===== config.mk =====
export PLATFORM = sky130hd
export DESIGN_NAME = general_purpose_event_signalling
export DESIGN_NICKNAME = d
export VERILOG_FILES = /design/src/gpe_pkg.sv /design/src/port_route_if.sv /design/src/event_redirect_port.sv /design/src/general_purpose_event_signalling.sv
export SDC_FILE = /design/constraint.sdc
export NUM_CORES = 1
export LEC_CHECK = 0
export CAP_MARGIN = 10
export CORE_ASPECT_RATIO = 1.25
export CORE_MARGIN = 2
export CORE_UTILIZATION = 25
export DETAILED_ROUTE_END_ITERATION = 8
export DONT_BUFFER_PORTS = 1
export SLEW_MARGIN = 20
export SYNTH_ARGS = -nofsm -noshare
export SYNTH_HDL_FRONTEND = slang
export SYNTH_HIERARCHICAL = 1
export SYNTH_SLANG_ARGS = --single-unit

===== constraint.sdc =====
create_clock -name ref_clk -period 1.4 [get_ports ref_clk]
set_input_delay 0.07 -clock ref_clk [delete_from_list [all_inputs] [get_ports ref_clk]]
set_output_delay 0.07 -clock ref_clk [all_outputs]
set_load 0.02 [all_outputs]

===== src/gpe_pkg.sv =====
// constants for the event redirection block: register map, field layout, reset values
// assumes a 32-bit avalon-mm register port and two redirectable downstream ports
package gpe_pkg;

  localparam int          ADDR_W         = 12;
  localparam int          DATA_W         = 32;
  localparam int          NUM_PORTS      = 2;

  // register byte offsets
  localparam logic [11:0] OFF_CONTROL    = 12'h450;
  localparam logic [11:0] OFF_STATUS     = 12'h454;
  localparam logic [11:0] OFF_IRQ_STATUS = 12'h480;
  localparam logic [11:0] OFF_IRQ_MASK   = 12'h484;

  // field positions in the control and status registers
  localparam int          POL_BIT        = 0;
  localparam int          PORT2_BIT      = 2;
  localparam int          PORT4_BIT      = 4;

  // writable bits of the control register, everything else reserved
  localparam logic [31:0] CONTROL_MASK   = 32'h0000_0015;
  localparam logic [31:0] STATUS_MASK    = 32'h0000_0014;
  localparam logic [31:0] CONTROL_RESET  = 32'h0000_0000;
  localparam logic [31:0] STATUS_RESET   = 32'h0000_0000;

  // interrupt status layout: one rise bit per port
  localparam int          IRQ_W          = 2;
  localparam logic [1:0]  IRQ_RESET      = 2'h0;

  typedef enum logic [1:0]
  {
    BUS_IDLE = 2'b01,
    BUS_ACK  = 2'b10
  } bus_state_t;

endpackage


===== src/port_route_if.sv =====
// carrier between the register top and one per-port event router
// assumes both ends run on ref_clk
`timescale 1ns/1ps
interface port_route_if;
  logic enable;     // redirection enable from control register
  logic alt_ok;     // shared pin is in its alternate function
  logic event_lvl;  // port has a hot-plug event pending
  logic intx_req;   // standard intx request from the port
  logic msi_req;    // standard msi request from the port
  logic pme_req;    // standard pme request from the port
  logic intx_out;   // intx request after redirection
  logic msi_out;    // msi request after redirection
  logic pme_out;    // pme request after redirection
  logic active;     // port is asserting the shared event pin

  modport ctl
  (
    output enable, alt_ok, event_lvl, intx_req, msi_req, pme_req,
    input  intx_out, msi_out, pme_out, active
  );

  modport route
  (
    input  enable, alt_ok, event_lvl, intx_req, msi_req, pme_req,
    output intx_out, msi_out, pme_out, active
  );
endinterface


===== src/event_redirect_port.sv =====
// one port's event router: suppresses standard notifications when redirected
// assumes requests come from logic on ref_clk, so no synchroniser is needed
`timescale 1ns/1ps
module event_redirect_port
(
  input  wire logic    ref_clk, // core clock
  input  wire logic    rst,     // synchronous reset, active high
  port_route_if.route  rt       // link to the register top
);

  logic intx_q;
  logic msi_q;
  logic pme_q;
  logic active_q;

  // a redirected port never reaches the standard notification paths
  always_ff @(posedge ref_clk)
  begin
    if (rst)
    begin
      intx_q <= 1'b0;
      msi_q  <= 1'b0;
      pme_q  <= 1'b0;
    end
    else
    begin
      intx_q <= rt.intx_req & ~rt.enable;
      msi_q  <= rt.msi_req  & ~rt.enable;
      pme_q  <= rt.pme_req  & ~rt.enable;
    end
  end

  // active only while enabled and the pin can really carry the event
  always_ff @(posedge ref_clk)
  begin
    if (rst)
      active_q <= 1'b0;
    else
      active_q <= rt.enable & rt.event_lvl & rt.alt_ok;
  end

  assign rt.intx_out = intx_q;
  assign rt.msi_out  = msi_q;
  assign rt.pme_out  = pme_q;
  assign rt.active   = active_q;

endmodule


===== src/general_purpose_event_signalling.sv =====
// general purpose event redirection for ports 2 and 4 with avalon-mm registers
// assumes port requests and the pin-mux select come from logic on ref_clk;
// the pin itself is driven out through its enable, the pad is outside
//
// Function
// one polarity bit: clear low, set high
// port 2 enabled: suppress notifications, use pin
// port 4 enabled: suppress notifications, use pin
// port 2 status shows pin being asserted
// port 4 status shows pin being asserted
// status never set while enable clear
// pin asserted only in alternate function
// pin ORs enabled ports; reserved bits zero
`timescale 1ns/1ps
module general_purpose_event_signalling
#(
  parameter int ADDR_W = gpe_pkg::ADDR_W
)
(
  input  wire logic                  ref_clk,          // core clock, 20 mhz
  input  wire logic                  rst,              // synchronous reset, active high
  // avalon-mm slave
  input  wire logic [ADDR_W-1:0]     avs_address,      // byte address
  input  wire logic                  avs_read,         // read request
  input  wire logic                  avs_write,        // write request
  input  wire logic [31:0]           avs_writedata,    // write data
  input  wire logic [3:0]            avs_byteenable,   // byte lanes
  output logic [31:0]                avs_readdata,     // read data
  output logic                       avs_waitrequest,  // stall
  // per-port hot-plug events, index 0 is port 2, index 1 is port 4
  input  wire logic [1:0]            port_event_lvl,   // event pending
  input  wire logic [1:0]            port_intx_req,    // standard intx request
  input  wire logic [1:0]            port_msi_req,     // standard msi request
  input  wire logic [1:0]            port_pme_req,     // standard pme request
  output logic [1:0]                 port_intx_out,    // intx after redirection
  output logic [1:0]                 port_msi_out,     // msi after redirection
  output logic [1:0]                 port_pme_out,     // pme after redirection
  // shared pin
  input  wire logic                  gpio7_alt_sel,    // pin muxed to alternate function
  output logic                       event_output_pin_o,  // pin level
  output logic                       event_output_pin_oe, // pin drive enable
  // interrupt
  output logic                       irq               // level interrupt
);

  // elaboration checks: this logic serves the register map and two ports only
  if (ADDR_W < 12)
  begin : g_addr_width
    $error("ADDR_W too small for the register map");
  end

  if (gpe_pkg::NUM_PORTS != 2 || gpe_pkg::IRQ_W != gpe_pkg::NUM_PORTS)
  begin : g_port_count
    $error("the routers and interrupt bits serve exactly two ports");
  end

  // only byte lane 0 is decoded, so every field has to sit in bits 7:0
  if (gpe_pkg::POL_BIT > 7 || gpe_pkg::PORT2_BIT > 7 || gpe_pkg::PORT4_BIT > 7)
  begin : g_field_lane
    $error("control and status fields must lie in byte lane 0");
  end

  if ((gpe_pkg::CONTROL_RESET & ~gpe_pkg::CONTROL_MASK) != 32'h0000_0000 ||
      (gpe_pkg::STATUS_RESET & ~gpe_pkg::STATUS_MASK) != 32'h0000_0000)
  begin : g_reset_fields
    $error("reset values may only set stored fields");
  end

  if (gpe_pkg::OFF_CONTROL[1:0] != 2'h0 || gpe_pkg::OFF_STATUS[1:0] != 2'h0 ||
      gpe_pkg::OFF_IRQ_STATUS[1:0] != 2'h0 || gpe_pkg::OFF_IRQ_MASK[1:0] != 2'h0)
  begin : g_offset_align
    $error("register offsets must be word aligned");
  end

  // ---------------------------------------------------------------- registers
  logic                      event_polarity_invert_q;
  logic                      port2_event_redirect_enable_q;
  logic                      port4_event_redirect_enable_q;
  logic [gpe_pkg::IRQ_W-1:0] irq_status_q;
  logic [gpe_pkg::IRQ_W-1:0] irq_mask_q;
  logic [1:0]                active_prev_q;
  logic [31:0]               readdata_q;
  logic                      pin_q;
  logic                      pin_oe_q;
  gpe_pkg::bus_state_t       bus_state_q;
  gpe_pkg::bus_state_t       bus_state_d;

  logic [1:0]                enable_vec;
  logic [1:0]                active_vec;
  logic [1:0]                active_rise;
  logic                      any_active;
  logic                      req;
  logic                      wr_take;
  logic                      wr_lane0;
  logic                      wr_control;
  logic                      wr_irq_status;
  logic                      wr_irq_mask;
  logic [gpe_pkg::IRQ_W-1:0] irq_clear;
  logic [1:0]                status_vec;
  logic [31:0]               control_rd;
  logic [31:0]               status_rd;
  logic [31:0]               read_mux;

  function automatic logic hit(input logic [ADDR_W-1:0] addr, input logic [11:0] off);
    hit = (addr == ADDR_W'(off));
  endfunction

  // ---------------------------------------------------------------- per-port routers
  // each router registers its outputs, so suppression lags an enable write by one edge and status lags the setting of an enable by one edge
  port_route_if rif [1:0] ();

  assign enable_vec = {port4_event_redirect_enable_q, port2_event_redirect_enable_q};

  genvar gi;
  generate
    for (gi = 0; gi < 2; gi++)
    begin : g_port
      assign rif[gi].enable    = enable_vec[gi];
      assign rif[gi].alt_ok    = gpio7_alt_sel;
      assign rif[gi].event_lvl = port_event_lvl[gi];
      assign rif[gi].intx_req  = port_intx_req[gi];
      assign rif[gi].msi_req   = port_msi_req[gi];
      assign rif[gi].pme_req   = port_pme_req[gi];
      assign port_intx_out[gi] = rif[gi].intx_out;
      assign port_msi_out[gi]  = rif[gi].msi_out;
      assign port_pme_out[gi]  = rif[gi].pme_out;
      assign active_vec[gi]    = rif[gi].active;

      event_redirect_port u_route
      (
        .ref_clk (ref_clk),
        .rst     (rst),
        .rt      (rif[gi])
      );
    end
  endgenerate

  assign any_active = |active_vec;

  // ---------------------------------------------------------------- bus handshake
  // one wait state: the read mux is registered so the bus never sees a
  // combinational path from address to readdata
  assign req     = avs_read | avs_write;
  assign wr_take = avs_write & (bus_state_q == gpe_pkg::BUS_ACK);

  // a write lands only at the edge that ends the acknowledge cycle, and only
  // through byte lane 0, which holds every field of this block
  assign wr_lane0      = wr_take & avs_byteenable[0];
  assign wr_control    = wr_lane0 & hit(avs_address, gpe_pkg::OFF_CONTROL);
  assign wr_irq_status = wr_lane0 & hit(avs_address, gpe_pkg::OFF_IRQ_STATUS);
  assign wr_irq_mask   = wr_lane0 & hit(avs_address, gpe_pkg::OFF_IRQ_MASK);

  always_comb
  begin
    bus_state_d = bus_state_q;
    unique case (bus_state_q)
      gpe_pkg::BUS_IDLE:
      begin
        if (req)
          bus_state_d = gpe_pkg::BUS_ACK;
      end
      gpe_pkg::BUS_ACK:
      begin
        bus_state_d = gpe_pkg::BUS_IDLE;
      end
      // only a corrupted one-hot code lands here; fall back to idle
      default:
      begin
        bus_state_d = gpe_pkg::BUS_IDLE;
      end
    endcase
  end

  always_ff @(posedge ref_clk)
  begin
    if (rst)
      bus_state_q <= gpe_pkg::BUS_IDLE;
    else
      bus_state_q <= bus_state_d;
  end

  assign avs_waitrequest = req & (bus_state_q != gpe_pkg::BUS_ACK);

  // ---------------------------------------------------------------- control register
  // only byte lane 0 carries fields; reserved bits are not stored at all
  always_ff @(posedge ref_clk)
  begin
    if (rst)
    begin
      event_polarity_invert_q       <= gpe_pkg::CONTROL_RESET[gpe_pkg::POL_BIT];
      port2_event_redirect_enable_q <= gpe_pkg::CONTROL_RESET[gpe_pkg::PORT2_BIT];
      port4_event_redirect_enable_q <= gpe_pkg::CONTROL_RESET[gpe_pkg::PORT4_BIT];
    end
    else if (wr_control)
    begin
      event_polarity_invert_q       <= avs_writedata[gpe_pkg::POL_BIT];
      port2_event_redirect_enable_q <= avs_writedata[gpe_pkg::PORT2_BIT];
      port4_event_redirect_enable_q <= avs_writedata[gpe_pkg::PORT4_BIT];
    end
  end

  // ---------------------------------------------------------------- interrupt
  // a port starting to assert the pin is the event; set beats a same-cycle clear
  assign active_rise = active_vec & ~active_prev_q;
  assign irq_clear   = wr_irq_status ? avs_writedata[gpe_pkg::IRQ_W-1:0] : {gpe_pkg::IRQ_W{1'b0}};

  always_ff @(posedge ref_clk)
  begin
    if (rst)
      active_prev_q <= 2'h0;
    else
      active_prev_q <= active_vec;
  end

  always_ff @(posedge ref_clk)
  begin
    if (rst)
      irq_status_q <= gpe_pkg::IRQ_RESET;
    else
      irq_status_q <= (irq_status_q & ~irq_clear) | active_rise;
  end

  always_ff @(posedge ref_clk)
  begin
    if (rst)
      irq_mask_q <= gpe_pkg::IRQ_RESET;
    else if (wr_irq_mask)
      irq_mask_q <= avs_writedata[gpe_pkg::IRQ_W-1:0];
  end

  // a level, not a pulse: it stands until software clears the status bit or the mask
  assign irq = |(irq_status_q & irq_mask_q);

  // the live enable gates status too, since the router's active flop lags a
  // disable by one edge and the bit must never read set while disabled
  assign status_vec = active_vec & enable_vec;

  // ---------------------------------------------------------------- read path
  always_comb
  begin
    control_rd                      = 32'h0000_0000;
    control_rd[gpe_pkg::POL_BIT]    = event_polarity_invert_q;
    control_rd[gpe_pkg::PORT2_BIT]  = port2_event_redirect_enable_q;
    control_rd[gpe_pkg::PORT4_BIT]  = port4_event_redirect_enable_q;
    control_rd                      = control_rd & gpe_pkg::CONTROL_MASK;
  end

  always_comb
  begin
    status_rd                       = gpe_pkg::STATUS_RESET;
    status_rd[gpe_pkg::PORT2_BIT]   = status_vec[0];
    status_rd[gpe_pkg::PORT4_BIT]   = status_vec[1];
    status_rd                       = status_rd & gpe_pkg::STATUS_MASK;
  end

  always_comb
  begin
    read_mux = 32'h0000_0000;
    if (hit(avs_address, gpe_pkg::OFF_CONTROL))
      read_mux = control_rd;
    else if (hit(avs_address, gpe_pkg::OFF_STATUS))
      read_mux = status_rd;
    else if (hit(avs_address, gpe_pkg::OFF_IRQ_STATUS))
      read_mux = 32'(irq_status_q);
    else if (hit(avs_address, gpe_pkg::OFF_IRQ_MASK))
      read_mux = 32'(irq_mask_q);
  end

  // captured on the edge that opens the acknowledge cycle; unmapped reads give zero
  always_ff @(posedge ref_clk)
  begin
    if (rst)
      readdata_q <= 32'h0000_0000;
    else if (avs_read && bus_state_q == gpe_pkg::BUS_IDLE)
      readdata_q <= read_mux;
  end

  assign avs_readdata = readdata_q;

  // ---------------------------------------------------------------- event pin
  // the pin is only driven while muxed to its alternate function, so the
  // gpio block keeps the pad otherwise; idle level is the inverse of active
  always_ff @(posedge ref_clk)
  begin
    if (rst)
      pin_oe_q <= 1'b0;
    else
      pin_oe_q <= gpio7_alt_sel;
  end

  // the reset level is the idle level of the default, active-low polarity,
  // so the pin never shows a false event while polarity is being set up
  always_ff @(posedge ref_clk)
  begin
    if (rst)
      pin_q <= 1'b1;
    else
      pin_q <= any_active ? event_polarity_invert_q : ~event_polarity_invert_q;
  end

  assign event_output_pin_o  = pin_q;
  assign event_output_pin_oe = pin_oe_q;

endmodule


; Yosys cells after proc, flatten, opt, wreduce, memory -nomap -nowiden
; Index checks and enable logic that the tools add are counted.
[totals]
latchBits = 0
input_bits = 61
ramBits = 0
elab_cells = 63
reg_bits = 53
out_inout_bits = 42
n_memories = 0
rom_bits = 0
[classes]
multipliers = 0
n_bitwise = 28
div = 0
reduce_logical = 4
n_mux = 6
shift = 0
n_lt_le_gt_ge = 0
n_eq_ne = 7
add_sub_neg = 0
[op_table]
columns = op, count
row1 = "== test 12 x 11 -> 1 bit, second input constant", 4
row2 = bitwise AND 1 bit, 16
row3 = two-way mux 5 bit, 2
row4 = bitwise AND 2 bit, 4
row5 = two-way mux 2 bit, 3
row6 = OR reduction 2 bit, 3
row7 = inverter 1 bit, 4
row8 = inverter 2 bit, 2
row9 = "== test 2 x 1 -> 1 bit, second input constant", 1
row10 = "== test 2 bit, second input constant", 1
row11 = "!= test 2 bit, second input constant", 1
row12 = OR 2 bit, 1
row13 = logical AND 1 bit, 1
row14 = two-way mux 1 bit, 1
row15 = OR 1 bit, 1

; Longest topological paths before layout
[depth]
depth_word = 8
ltp_mapped = 5
depth_no_buf = 4

; Hierarchy
; The synthesis kept the hierarchy.
[modules_own_cells]
columns = module, area_each_um2, n_inst, seq_area_each_um2, cells_each
row1 = general_purpose_event_signalling, 1038.5, 1, 340.3, 119
row2 = event_redirect_port, 112.6, 2, 80.1, 8

; Worst setup path after synthesis
; Ideal clock, no wire load.
[synth_path]
kind = register to register
from = reg bus_state_q[1]
to = reg event_polarity_invert_q
n_path_buf = 0
path_slack_ps = 205
t_required_ps = 1328
stages_incl_launch_ff = 5
setup_time_ps = 72
t_arrival_ps = 1123
synth_period_minus_slack_ps = 1195
path_cell_list = dfxtp_1 nor2b_1 and3_1 nor3b_2 mux2i_1
[synth_between]
elab_chain_len = 4
[synth_rtl]
columns = item, line
row1 = "start, declared", general_purpose_event_signalling.sv:85  ; gpe_pkg::bus_state_t bus_state_q;
row2 = "start signal, assigned", general_purpose_event_signalling.sv:177  ; bus_state_q <= gpe_pkg::BUS_IDLE;
row3 = "start signal, assigned", general_purpose_event_signalling.sv:179  ; bus_state_q <= bus_state_d;
row4 = == test 2 bit, general_purpose_event_signalling.sv:144  ; assign wr_take = avs_write & (bus_state_q == gpe_pkg::BUS_ACK);
row5 = bitwise AND 1 bit, general_purpose_event_signalling.sv:144
row6 = bitwise AND 1 bit, general_purpose_event_signalling.sv:148  ; assign wr_lane0 = wr_take & avs_byteenable[0];
row7 = bitwise AND 1 bit, general_purpose_event_signalling.sv:149  ; assign wr_control = wr_lane0 & hit(avs_address, gpe_pkg::OFF_CONTROL);
row8 = "end signal, assigned", general_purpose_event_signalling.sv:190  ; event_polarity_invert_q <= gpe_pkg::CONTROL_RESET[gpe_pkg::POL_BIT];
row9 = "end signal, assigned", general_purpose_event_signalling.sv:196  ; event_polarity_invert_q <= avs_writedata[gpe_pkg::POL_BIT];
row10 = "end, declared", general_purpose_event_signalling.sv:76  ; logic event_polarity_invert_q;
; Every way passes these cells.
; A chain may end at the register's enable or synchronous reset.

; Final worst setup path
[layout_path]
from = reg bus_state_q[1]
to = reg port2_event_redirect_enable_q
[layout_between]
elab_chain_len = 4
[layout_rtl]
columns = item, line
row1 = == test 2 bit, general_purpose_event_signalling.sv:144
row2 = bitwise AND 1 bit, general_purpose_event_signalling.sv:144
row3 = bitwise AND 1 bit, general_purpose_event_signalling.sv:148
row4 = bitwise AND 1 bit, general_purpose_event_signalling.sv:149
row5 = "end signal, assigned", general_purpose_event_signalling.sv:191  ; port2_event_redirect_enable_q <= gpe_pkg::CONTROL_RESET[gpe_pkg::PORT2_BIT];
row6 = "end signal, assigned", general_purpose_event_signalling.sv:197  ; port2_event_redirect_enable_q <= avs_writedata[gpe_pkg::PORT2_BIT];
row7 = "end, declared", general_purpose_event_signalling.sv:77  ; logic port2_event_redirect_enable_q;
; Every way passes these cells.

==> impl_metrics.yaml <==
clock_network:
  htreeDepth: 1
  clock_sinks: 25
  clockRootBuffer: "clkbuf_8"
  clk_latency_ps: 270
  numCtsBuffers: 3
  cts_buffer_depth: 2
  cts_tree: "done"
  clkTransAtPathRegs_ps: 90
die:
  placementRows: 28
  ios: 103
  start_util: 0.263
  fp.dieW_um: 67.6
  core-area_um2: 4800
  die-area_um2: 5640
  die_h_um: 83.5
detailed_routing:
  routed_wl_um: 2420
  first_pass_iters: 4
  drt-vias-per-instance: 4.13
  route.vias.total: 842
  detail-route-antenna-nets: 0
  drtIter0Drc: 35
  drc: 0
  wire_per_inst_um: 11.8
yosys:
  synthesis.area_um2: 1260
  ys_warn_count: 6
  synth_area_leaders: "dfxtp_1, buf_4, nand2b_1"
  ys.flop_type: "dfxtp_1"
  ys_seq_area_frac: 0.396
  postSynth.asyncResetShare: 0
  synth_top_area_share: 0.396
  syn_area_per_cell_um2: 9.36
  yosys.cell_types.count: 28
  synth_edf_count: 0
  yosys.area.top_type: "dfxtp_1"
  synth-seq-cells: 25
  syn_inst: 135
critical_path:
  crit_required_ps: 1610
  crit_chain: "nor2b_1 -> and3_2 -> nor3b_2 -> buf_4 -> mux2i_1"
  arrival_ps: 1480
  critPathMaxFanout: 4
  end_kind: "flop"
  crit_buf_inv: 1
  critPathMaxStageDelay_ps: 340
  start_kind: "flop"
  worst-setup-path-type: "reg -> reg"
  cp_slowest_cell: "dfxtp_1"
  critPathTopFamily: "simple AND/OR/NAND/NOR gates"
grt:
  overflow: 0
  antenna_found_initial: 0
  grt_pass1_vias: 821
  top_usage_layer: "met2"
  grt_max_degree: 27
  grt_pass1_wl_um: 3680
  use_met1: 0.101
  met3_usage: 0.0243
  gr-usage-met2: 0.144
  grt_usage: 0.0862
cells_and_area:
  n_fill_cell: 521
  drive_above_1_share: 0.0694
  layout.cells.non_filler: 204
  fin_nets: 206
  diodes: 0
  synthToLayoutAreaGrowth_pct: 8.52
  fin_util: 0.286
  final_cell_mix: "conb_1, dfxtp_1, dlygate4sd3_1, nand2b_1"
  layout_commonest_cell: "conb_1"
run:
  cap_violations: 0
placement:
  place_inst: 186
  post-dp-hpwl_um: 1710
  io_buffers: 0
  gp_congestion: 0.766
timing:
  hold_viol_final: 0
  rsz0062_at_grt: "no"
  fmax_mhz: 784
  worst_slew_pin_slew_ps: 818
  clock_skew_ps: 11.0
  setup_viol: 0
  setup_tns_ps: 0
  finalCriticalPeriod_ps: 1280
  period_share: 0.911
  relSlewSlack: 0.455
  slew_viol_final: 0
power:
  irDropWorstVdd_uv: 414
  netSwitchingPower_w: 0.000358
  seqPwrFrac: 0.565
  p_int_w: 0.000981
  p_sw_frac: 0.267
  pwr-share-comb: 0.117
  powerDensity_nw_per_um2: 977
  static-leakage-power_nw: 0.537
  power_frac_clock: 0.319
outcome:
  run_status: "finished, final reports clean"
min_path:
  hold_class: "in -> reg"
-- registers in the layout, summed over array words and instances, names as in the netlist --
name / count
avs_readdata: 4
active_prev_q: 2
bus_state_q: 2
g_port.u_route/rt.active: 2
g_port.u_route/rt.intx_out: 2
g_port.u_route/rt.msi_out: 2
g_port.u_route/rt.pme_out: 2
irq_mask_q: 2
irq_status_q: 2
event_output_pin_o: 1
event_output_pin_oe: 1
event_polarity_invert_q: 1
port2_event_redirect_enable_q: 1
port4_event_redirect_enable_q: 1
-- area by class of cell --
| class | count | area, µm² | share of cell area |
|---|---|---|---|
| flip-flops and latches | 25 | 500 | 0.365 |
| clock inverters | 1 | 5.00 | 0.00365 |
| multi-input cells | 95 | 581 | 0.423 |
| repair buffers | 15 | 150 | 0.109 |
| inverters | 5 | 18.8 | 0.0137 |
| well taps | 60 | 75.1 | 0.0547 |
| clock buffers | 3 | 41.3 | 0.0301 |
-- logic make-up after synthesis --
| family | after synthesis | share of synthesized area |
|---|---|---|
| compound gates | 13 | 0.0673 |
| buf+inv | 42 | 0.226 |
| flops | 25 | 0.396 |
| mux | 7 | 0.0554 |
| other cells | 1 | 0.00297 |
| simple gates | 47 | 0.252 |
-- synth_stat cells (2+ instances only) --
library cell,number
a21oi_1,5
nor2_1,5
nor3b_1,7
and3_1,2
or3_1,3
nor2b_1,6
clkbuf_1,3
dfxtp_1,25
nand2_1,2
mux2i_1,7
nand2b_1,12
and4b_1,2
inv_1,5
buf_4,34
o21ai_0,3
a41o_1,2
-- worst paths after layout --
check / startpoint / to / slack [ps] / cells past startpoint
setup reg to reg: bus_state_q[1] / port2_event_redirect_enable_q / 120 / 5
setup / recovery: bus_state_q[1] / port2_event_redirect_enable_q / 120 / 5
hold reg to reg: irq_mask_q[1] / irq_mask_q[1] / 490 / 2
hold / removal: rst / g_port[1].u_route/rt.active / 10 / 1
-- power groups by stage --
| stage | Clock [W] | Sequential (W) | Combinational [W] |
|---|---|---|---|
| finish | 0.000427 | 0.000756 | 0.000156 |
| global route | 0.000472 | 0.000759 | 0.000170 |
| CTS | 0.000443 | 0.000756 | 0.000155 |
| detailed placement | 0 | 0.000773 | 0.000114 |
| global placement | 0 | 0.000772 | 0.000113 |
| floorplan | 0 | 0.000757 | 0.000201 |
-- per-stage QoR --
step	hold WS [ps]	power (W)	area [µm²]	setup WS, ps
global route	2.96	0.00140	1370	8.65
floorplan	146	0.000958	1370	205
detailed placement	145	0.000886	1180	88.8
global placement	144	0.000885	1180	105
finish	12.4	0.00134	1370	125
CTS	1.26	0.00135	1370	61.3
-- per-layer routing --
| metal | part of all wire | wire length, µm |
|---|---|---|
| met5 | 0 | 0 |
| met4 | 0.0046 | 11 |
| met3 | 0.11 | 256 |
| met2 | 0.48 | 1170 |
| met1 | 0.41 | 982 |
-- worst register-to-register path, delay by kind of cell, from the launching register on --
| kind | cells | cell delay [ps] |
|---|---|---|
| buf+inv | 1 | 150 |
| flops | 1 | 340 |
| mux | 1 | 170 |
| simple gates | 3 | 560 |
-- what timing repair did --
item / CTS / global route
setup endpoints to repair: 0 / 4
hold buffers: 14 / 0
gates resized for setup: 0 / 2
buffers inserted: 0 / 0
endpoints found under the hold margin: 25 / 0
(Power assumes the default switching activity.)
